$ cat config.mk
export PLATFORM = sky130hd
export DESIGN_NAME = dsw_port
export DESIGN_NICKNAME = d
export VERILOG_FILES = /design/src/hdl/dsw_buf2.v /design/src/hdl/dsw_array.v /design/src/hdl/dsw_port.v
export VERILOG_INCLUDE_DIRS = /design/src /design/src/include
export SDC_FILE = /design/constraint.sdc
export NUM_CORES = 2
export LEC_CHECK = 0
export BUFFER_PORTS_ARGS = -buffer_cell sky130_fd_sc_hd__buf_2
export CAP_MARGIN = 20
export CORE_MARGIN = 2
export CORE_UTILIZATION = 25
export CTS_BUF_LIST = sky130_fd_sc_hd__clkbuf_4 sky130_fd_sc_hd__clkbuf_8
export DETAILED_ROUTE_END_ITERATION = 8
export HOLD_SLACK_MARGIN = 0.06
export PLACE_DENSITY = 0.42
export SLEW_MARGIN = 20
export SYNTH_ARGS = -nofsm -noshare
export SYNTH_HDL_FRONTEND = slang
export SYNTH_SLANG_ARGS = --single-unit
export TNS_END_PERCENT = 100
$ cat constraint.sdc
create_clock -name CLK_SYS -period 11.65 [get_ports CLK_SYS]
set_clock_uncertainty 0.1 [all_clocks]
set_input_delay 1.7475 -clock CLK_SYS [delete_from_list [all_inputs] [get_ports CLK_SYS]]
set_output_delay 1.7475 -clock CLK_SYS [all_outputs]
set_load 0.02 [all_outputs]
$ cat src/include/dsw_defs.vh
// constants for the ddr write-mask port: widths, lane sizes, states
// assumes inclusion by bare name from every design file
`ifndef DSW_DEFS_VH
`define DSW_DEFS_VH
// ****************************************
// organisation and lanes
// ****************************************
`define DSW_DATA_W 36
`define DSW_NIB_W 4
`define DSW_BYTE_W 9
`define DSW_X8_W 8
`define DSW_NIB_MASKS 2
`define DSW_BYTE_MASKS 4
`define DSW_MASK_W 4
`define DSW_ADDR_W 18
`define DSW_DEPTH 64
`define DSW_IDX_W 6
// ****************************************
// fsm state codes (one hot)
// ****************************************
`define DSW_ST_IDLE 3'h1
`define DSW_ST_SECOND 3'h2
`define DSW_ST_COMMIT 3'h4
`define DSW_ZERO_MASK 4'h0
`endif

$ cat src/hdl/dsw_buf2.v
// two-entry valid/ready buffer for burst words with their masks
// assumes a single clock and an async active-high reset
`timescale 1ns/1ps
`include "dsw_defs.vh"
module dsw_buf2 #(
  parameter WIDTH = 8
) (
  // clock and reset
  input wire clk,
  input wire rst,
  // fill side
  input wire in_valid,
  output wire in_ready,
  input wire [WIDTH-1:0] in_data,
  // drain side
  output wire out_valid,
  input wire out_ready,
  output wire [WIDTH-1:0] out_data
);
  // ****************************************
  // storage
  // ****************************************
  reg [WIDTH-1:0] mem_r [0:1]; // two slots
  reg wp_r; // write slot
  reg rp_r; // read slot
  reg [1:0] cnt_r; // occupancy
  wire push = in_valid && in_ready;
  wire pop = out_valid && out_ready;
  assign in_ready = (cnt_r != 2'h2);
  assign out_valid = (cnt_r != 2'h0);
  assign out_data = mem_r[rp_r];
  // pointer and occupancy update
  always @(posedge clk or posedge rst) begin
    if (rst) begin
      wp_r <= 1'b0;
      rp_r <= 1'b0;
      cnt_r <= 2'h0;
    end else begin
      if (push) wp_r <= ~wp_r;
      if (pop) rp_r <= ~rp_r;
      if (push && !pop) cnt_r <= cnt_r + 2'h1;
      else if (pop && !push) cnt_r <= cnt_r - 2'h1;
    end
  end
  // data slots, no reset needed
  always @(posedge clk) begin
    if (push) mem_r[wp_r] <= in_data;
  end
endmodule // dsw_buf2

$ cat src/hdl/dsw_array.v
// flop storage array with per-lane write enables
// assumes lane enables are already decoded, one bit per data bit
`timescale 1ns/1ps
`include "dsw_defs.vh"
module dsw_array #(
  parameter WIDTH = 36,
  parameter DEPTH = 64,
  parameter IDX_W = 6
) (
  // clock
  input wire clk,
  // write side
  input wire wr_en,
  input wire [IDX_W-1:0] wr_idx,
  input wire [WIDTH-1:0] wr_data,
  input wire [WIDTH-1:0] wr_bit_en,
  // read side
  input wire [IDX_W-1:0] rd_idx,
  output wire [WIDTH-1:0] rd_data
);
  // ****************************************
  // storage
  // ****************************************
  reg [WIDTH-1:0] mem_r [0:DEPTH-1]; // memory words
  assign rd_data = mem_r[rd_idx];
  // bitwise merge keeps unselected lanes intact
  always @(posedge clk) begin
    if (wr_en) mem_r[wr_idx] <= (mem_r[wr_idx] & ~wr_bit_en) | (wr_data & wr_bit_en);
  end
endmodule // dsw_array

$ cat src/hdl/dsw_port.v
// write-data port of a ddr separate-io sram with load control
// assumes k and k-bar edges arrive as synchronous phase strobes on CLK_SYS
`timescale 1ns/1ps
`include "dsw_defs.vh"
// Notes on behaviour
// data sampled on both input clock edges
// low load strobe captures address and direction
// each transaction carries exactly two words
// x8 uses two active-low nibble masks
// nibble mask 0 bits 3:0, 1 bits 7:4
// unselected nibbles keep stored contents
// nibble mask sampled with its word
// high nibble mask ignores that nibble
// up to four active-low byte masks
// x18 byte masks cover 8:0 and 17:9
// x36 masks 2,3 cover 26:18, 35:27
// byte mask sampled with its word
// high byte mask ignores that byte
// direction high read, low write
// address sampled on positive clock edge
// word one on k, word two on k-bar
module dsw_port #(
  parameter DATA_W = `DSW_DATA_W,
  parameter ADDR_W = `DSW_ADDR_W,
  parameter DEPTH = `DSW_DEPTH,
  parameter IDX_W = `DSW_IDX_W
) (
  // system clock and reset
  CLK_SYS,
  SYS_RST,
  // input clock phase strobes
  K_RISE,
  KN_RISE,
  // transaction control
  LOAD_STROBE_N,
  RD_WR_SEL,
  ADDR,
  // write data and masks
  DATA_IN,
  NIBBLE_WRITE_MASK_N,
  BYTE_WRITE_MASK_N,
  // read-back of the array
  RB_ADDR,
  RB_DATA,
  // status
  WR_DONE,
  RD_LOADED,
  BUSY
);
  input wire CLK_SYS;
  input wire SYS_RST;
  input wire K_RISE;
  input wire KN_RISE;
  input wire LOAD_STROBE_N;
  input wire RD_WR_SEL;
  input wire [ADDR_W-1:0] ADDR;
  input wire [DATA_W-1:0] DATA_IN;
  input wire [`DSW_NIB_MASKS-1:0] NIBBLE_WRITE_MASK_N;
  input wire [`DSW_BYTE_MASKS-1:0] BYTE_WRITE_MASK_N;
  input wire [ADDR_W:0] RB_ADDR;
  output reg [DATA_W-1:0] RB_DATA;
  output reg WR_DONE;
  output reg RD_LOADED;
  output reg BUSY;

  // ****************************************
  // lane decode
  // ****************************************
  // expands active-low masks into a per-bit write enable
  function [DATA_W-1:0] lane_en;
    input integer width;
    input [`DSW_NIB_MASKS-1:0] nmask_n;
    input [`DSW_BYTE_MASKS-1:0] bmask_n;
    integer i;
    begin
      lane_en = {DATA_W{1'b0}};
      for (i = 0; i < DATA_W; i = i + 1) begin
        if (width == `DSW_X8_W) begin
          // nibble lane i/4, active low
          if (i < `DSW_X8_W) lane_en[i] = ~nmask_n[i / `DSW_NIB_W];
        end else if (i < width) begin
          // byte lane i/9, active low
          lane_en[i] = ~bmask_n[i / `DSW_BYTE_W];
        end
      end
    end
  endfunction

  // ****************************************
  // transaction state
  // ****************************************
  localparam ST_IDLE = `DSW_ST_IDLE;
  localparam ST_SECOND = `DSW_ST_SECOND;
  localparam ST_COMMIT = `DSW_ST_COMMIT;
  localparam BW = DATA_W + DATA_W;

  reg [2:0] st_r; // one-hot state
  reg [2:0] st_nxt; // next state
  reg [ADDR_W-1:0] addr_r; // loaded address
  reg [DATA_W-1:0] w0_r; // first word
  reg [DATA_W-1:0] e0_r; // first word lane enables
  reg commit_r; // pushes one word pair
  reg [ADDR_W-1:0] caddr_r; // address for the pair
  reg [DATA_W-1:0] w1_r; // second word
  reg [DATA_W-1:0] e1_r; // second word lane enables

  wire load = !LOAD_STROBE_N && K_RISE;
  wire is_write = load && !RD_WR_SEL;
  wire [DATA_W-1:0] en_now = lane_en(DATA_W, NIBBLE_WRITE_MASK_N, BYTE_WRITE_MASK_N);

  // next-state logic
  always @* begin
    st_nxt = st_r;
    case (st_r)
      ST_IDLE: begin
        // first word taken with the load on k
        if (is_write) st_nxt = ST_SECOND;
      end
      ST_SECOND: begin
        // second word on the following k-bar, burst of two
        if (KN_RISE) st_nxt = ST_COMMIT;
      end
      ST_COMMIT: begin
        st_nxt = ST_IDLE;
      end
      default: begin
        st_nxt = ST_IDLE;
      end
    endcase
  end

  // capture of address, words and masks
  always @(posedge CLK_SYS or posedge SYS_RST) begin
    if (SYS_RST) begin
      st_r <= ST_IDLE;
      addr_r <= {ADDR_W{1'b0}};
      w0_r <= {DATA_W{1'b0}};
      e0_r <= {DATA_W{1'b0}};
      w1_r <= {DATA_W{1'b0}};
      e1_r <= {DATA_W{1'b0}};
      commit_r <= 1'b0;
      caddr_r <= {ADDR_W{1'b0}};
      RD_LOADED <= 1'b0;
      BUSY <= 1'b0;
    end else begin
      st_r <= st_nxt;
      commit_r <= 1'b0;
      RD_LOADED <= load && RD_WR_SEL; // read direction noted only
      BUSY <= (st_nxt != ST_IDLE);
      if (st_r == ST_IDLE && is_write) begin
        // word one and its masks on k
        addr_r <= ADDR;
        w0_r <= DATA_IN;
        e0_r <= en_now;
      end
      if (st_r == ST_SECOND && KN_RISE) begin
        // word two and its masks on k-bar
        w1_r <= DATA_IN;
        e1_r <= en_now;
        caddr_r <= addr_r;
        commit_r <= 1'b1;
      end
    end
  end

  // ****************************************
  // buffer and array
  // ****************************************
  wire buf_in_ready; // pair accepted
  wire buf_out_valid; // pair waiting
  wire [ADDR_W+4*DATA_W-1:0] buf_out; // buffered pair
  wire [DATA_W-1:0] rd_word; // array read value
  reg wr_phase_r; // 0 first word, 1 second word

  dsw_buf2 #(
    .WIDTH(ADDR_W + 4 * DATA_W)
  ) u_buf (
    .clk(CLK_SYS),
    .rst(SYS_RST),
    .in_valid(commit_r),
    .in_ready(buf_in_ready),
    .in_data({caddr_r, w1_r, e1_r, w0_r, e0_r}),
    .out_valid(buf_out_valid),
    .out_ready(wr_phase_r),
    .out_data(buf_out)
  );

  wire [ADDR_W-1:0] b_addr = buf_out[ADDR_W+4*DATA_W-1:4*DATA_W];
  wire [DATA_W-1:0] b_w1 = buf_out[4*DATA_W-1:3*DATA_W];
  wire [DATA_W-1:0] b_e1 = buf_out[3*DATA_W-1:BW];
  wire [DATA_W-1:0] b_w0 = buf_out[BW-1:DATA_W];
  wire [DATA_W-1:0] b_e0 = buf_out[DATA_W-1:0];
  // two array words per address, low index bit picks the word
  wire [IDX_W-1:0] wr_idx = {b_addr[IDX_W-2:0], wr_phase_r};

  // word alternation drains one pair over two cycles
  always @(posedge CLK_SYS or posedge SYS_RST) begin
    if (SYS_RST) begin
      wr_phase_r <= 1'b0;
      WR_DONE <= 1'b0;
    end else begin
      WR_DONE <= buf_out_valid && wr_phase_r;
      if (buf_out_valid) wr_phase_r <= ~wr_phase_r;
    end
  end

  // masked lanes keep their stored value
  dsw_array #(
    .WIDTH(DATA_W),
    .DEPTH(DEPTH),
    .IDX_W(IDX_W)
  ) u_arr (
    .clk(CLK_SYS),
    .wr_en(buf_out_valid),
    .wr_idx(wr_idx),
    .wr_data(wr_phase_r ? b_w1 : b_w0),
    .wr_bit_en(wr_phase_r ? b_e1 : b_e0),
    .rd_idx(RB_ADDR[IDX_W-1:0]),
    .rd_data(rd_word)
  );

  // registered read-back
  always @(posedge CLK_SYS or posedge SYS_RST) begin
    if (SYS_RST) RB_DATA <= {DATA_W{1'b0}};
    else RB_DATA <= rd_word;
  end
endmodule // dsw_port

==> flow_summary.ini <==
[sta]
fin_crit_ns = 6.09
setup_tns_ns = 0
finalHoldViolCount = 0
setup_viol = 0
maxSlewViolCount = 0
max_freq_ghz = 0.164
hold_ws_ns = 0.340
timing.final.crit_share_pct = 52.2
tightestPinTransition_ns = 1.19
slew_headroom_pct = 20.2
rsz0062_at_grt = no

[setup_path]
crit_chain = or3b_4, buf_12, buf_4, a21oi_1, a2111oi_0, o2111ai_1, o32a_1, buf_4
cp_common_cell = buf_4
arrival_ns = 6.83
cp_num_buf_inv = 3
worst_setup_path_start_kind = flip-flop
cp_slowest_stage_delay_ns = 1.01
cp_slowest_cell = a2111oi_0
path_max_fanout = 61
crit_type = flip-flop to flip-flop
crit_family = compound AO/OA/AOI/OAI gates
worstSetupEndpointType = flip-flop
crit_required_ns = 12.39

[global_route]
grt.overflow.total = 0
grt_pass1_wl_mm = 684
grt_pass1_vias = 77618
antenna_found_initial = 41
grt_usage_pct = 20.3
grt_max_degree = 121

[detailed_routing]
detail-route-antenna-nets = 0
viasPerCell = 5.45
wirelength_mm = 511
routedWlPerCell_um = 36.5
drtPass1Iterations = 6
drcViolationCount = 0
drt_iter0_drc = 9000
vias = 76407

[synthesis]
yosys-top-cells-area = edfxtp_1 62%, mux4_2 15%, mux2i_1 8.5%
ys_async_sr_fraction_pct = 5.28
synth_seq_area_share_pct = 64.6
yosysTopAreaCell = edfxtp_1
ys_ff_latch = 2612
synth_top_area_share_pct = 61.7
ys.flop_type = edfxtp_1
yosys_warnings = 0
syn-instance-count = 6965
synth_edf_count = 2474
syn_area_per_cell_sq_um = 17.3
syn_nets = 7051
syn_area_sq_um = 120000
yosysUniqueCellTypes = 39

[floorplanning]
dieArea_sq_um = 487000
fp.dieH_um = 698
coreArea_sq_um = 479000
initial_core_util_pct = 25.1
num_io_pins = 124
dieWidth_um = 698
rows = 254

[cts]
cts_buffers = 469
clockBufferDepth = 4
clockRootBuffer = clkbuf_8
postCtsSetupBuffers = 0
clkLatencyLatePin_ns = 1.20
ctsResizeCount = 0
clock_sinks = 2612
hold_buffers = 0
cts_tree = done
clk_pin_slew_ns = 0.06
htreeDepth = 5

[placement]
dp_hpwl_mm = 275
place_inst = 13145
port_buffers = 95
globalplace.congestion = 0.793

[layout]
final_cell_mix = 2474 x edfxtp_1, 1024 x mux2i_1, 1008 x a21oi_1, 780 x mux4_2, 497 x clkbuf_8
fillers = 47608
final_layout_size_suffix_gt1_share_pct = 29.0
fin_nets = 7303
fin_cells = 14023
multi_input_area_sq_um = 41000
layout_commonest_cell = edfxtp_1
area_growth_pct = 15.5
seqCellArea_sq_um = 77800

[power_and_ir_drop]
combPwrFrac_pct = 28.8
peakVddDrop_mv = 0.182
p_sw_share_pct = 34.2
p_leak_uw = 0.0458
p_seq_share_pct = 43.5
clockPowerShare_pct = 27.7
p_int_uw = 20600
p_per_area_nw_per_um2 = 225
power_switching_uw = 10700

[job]
drv_cap = 0

[status]
outcome = completed

[hold_path]
hold_class = flip-flop to flip-flop
power groups by stage:
stage / sequential (uW) / clock (uW) / combinational [uW]
2_1_floorplan: 13800 / 0 / 5250
5_1_grt: 13700 / 9250 / 9520
3_5_place_dp: 13800 / 0 / 8880
3_3_place_gp: 13800 / 0 / 8710
6_report: 13600 / 8680 / 9010
4_1_cts: 13600 / 8870 / 8900
path summary, 6_finish.rpt:
kind	cells after the start	start	to	slack [ns]
hold reg to reg	0	w1_r[0]	u_buf.mem_r[1][108]	0.34
max in group asynchronous	4	SYS_RST	RB_DATA[6]	9.09
setup / recovery	8	u_buf.rp_r	u_arr.mem_r[8][15]	5.56
setup reg to reg	8	u_buf.rp_r	u_arr.mem_r[8][15]	5.56
min in group asynchronous	2	SYS_RST	w1_r[29]	0.54
hold / removal	0	w1_r[0]	u_buf.mem_r[1][108]	0.34
flip-flops by register name, summed over array words and instances (netlist names), 3 cells and up:
signal       flops
addr_r           5
caddr_r          5
e1_r             4
u_buf.mem_r    170
st_r             3
e0_r             4
w1_r            36
RB_DATA         36
w0_r            36
u_arr.mem_r   2304
per-stage QoR:
stage / setup slack [ns] / instance area, sq um / util [%] / power (uW)
final: 5.56 / 139000 / 29.0 / 31300
after global routing: 5.31 / 139000 / 29.0 / 32500
after CTS: 5.54 / 139000 / 29.0 / 31400
after detailed placement: 5.51 / 130000 / 27.1 / 22700
after global placement: 5.51 / 130000 / 27.0 / 22500
after floorplan: 6.11 / 120000 / - / 19000
cell usage after synthesis, types with 2 or more instances:
library cell,n
a2111oi_0,144
a211o_1,4
a211oi_1,8
a21oi_1,1014
a21oi_2,2
a31oi_1,4
buf_1,72
buf_2,126
buf_4,15
buf_6,5
clkbuf_1,377
dfrtp_1,137
edfxtp_1,2474
inv_1,6
mux2_2,192
mux2i_1,1025
mux4_2,780
nand2_1,167
nand3_1,3
nand3b_1,7
nor2_1,70
nor2b_1,8
o2111ai_1,36
o21ai_0,49
o21ai_1,4
o221ai_1,36
o32a_1,36
o41ai_1,144
or3_1,2
or3b_2,6
xnor2_1,4
routing by layer:
| layer | track usage [%] | vias up | wire, um |
|---|---|---|---|
| met5 | 0 | - | 46 |
| met2 | 31.7 | 3883 | 233000 |
| met3 | 4.33 | 806 | 44800 |
| met1 | 28.1 | 41908 | 218000 |
| met4 | 6.53 | 6 | 16500 |
| li1 | - | 29804 | - |
final cells by class:
class | instances | area share (%)
Clock inverter | 200 | 0.831
Multi-Input combinational cell | 3751 | 29.5
Inverter | 7 | 0.0243
Tap cell | 6400 | 5.76
Timing Repair Buffer | 376 | 2.15
Clock buffer | 658 | 5.79
Antenna cell | 19 | 0.0342
Sequential cell | 2612 | 55.9
logic make-up (layout without fill, tap and decap cells):
group	after synthesis	count (layout)	synth area share, %
flip-flops	2612	2612	64.6
multiplexers	1997	1997	24.9
XOR/XNOR	5	5	0.0364
other	0	19	0
AO/OA/AOI/OAI	1481	1481	7.47
adder cells (fa/ha/maj)	1	1	0.0104
AND/OR/NAND/NOR	267	267	0.915
buffers and inverters	602	1241	2.09
No activity file was read; power rests on OpenSTA's default activity.
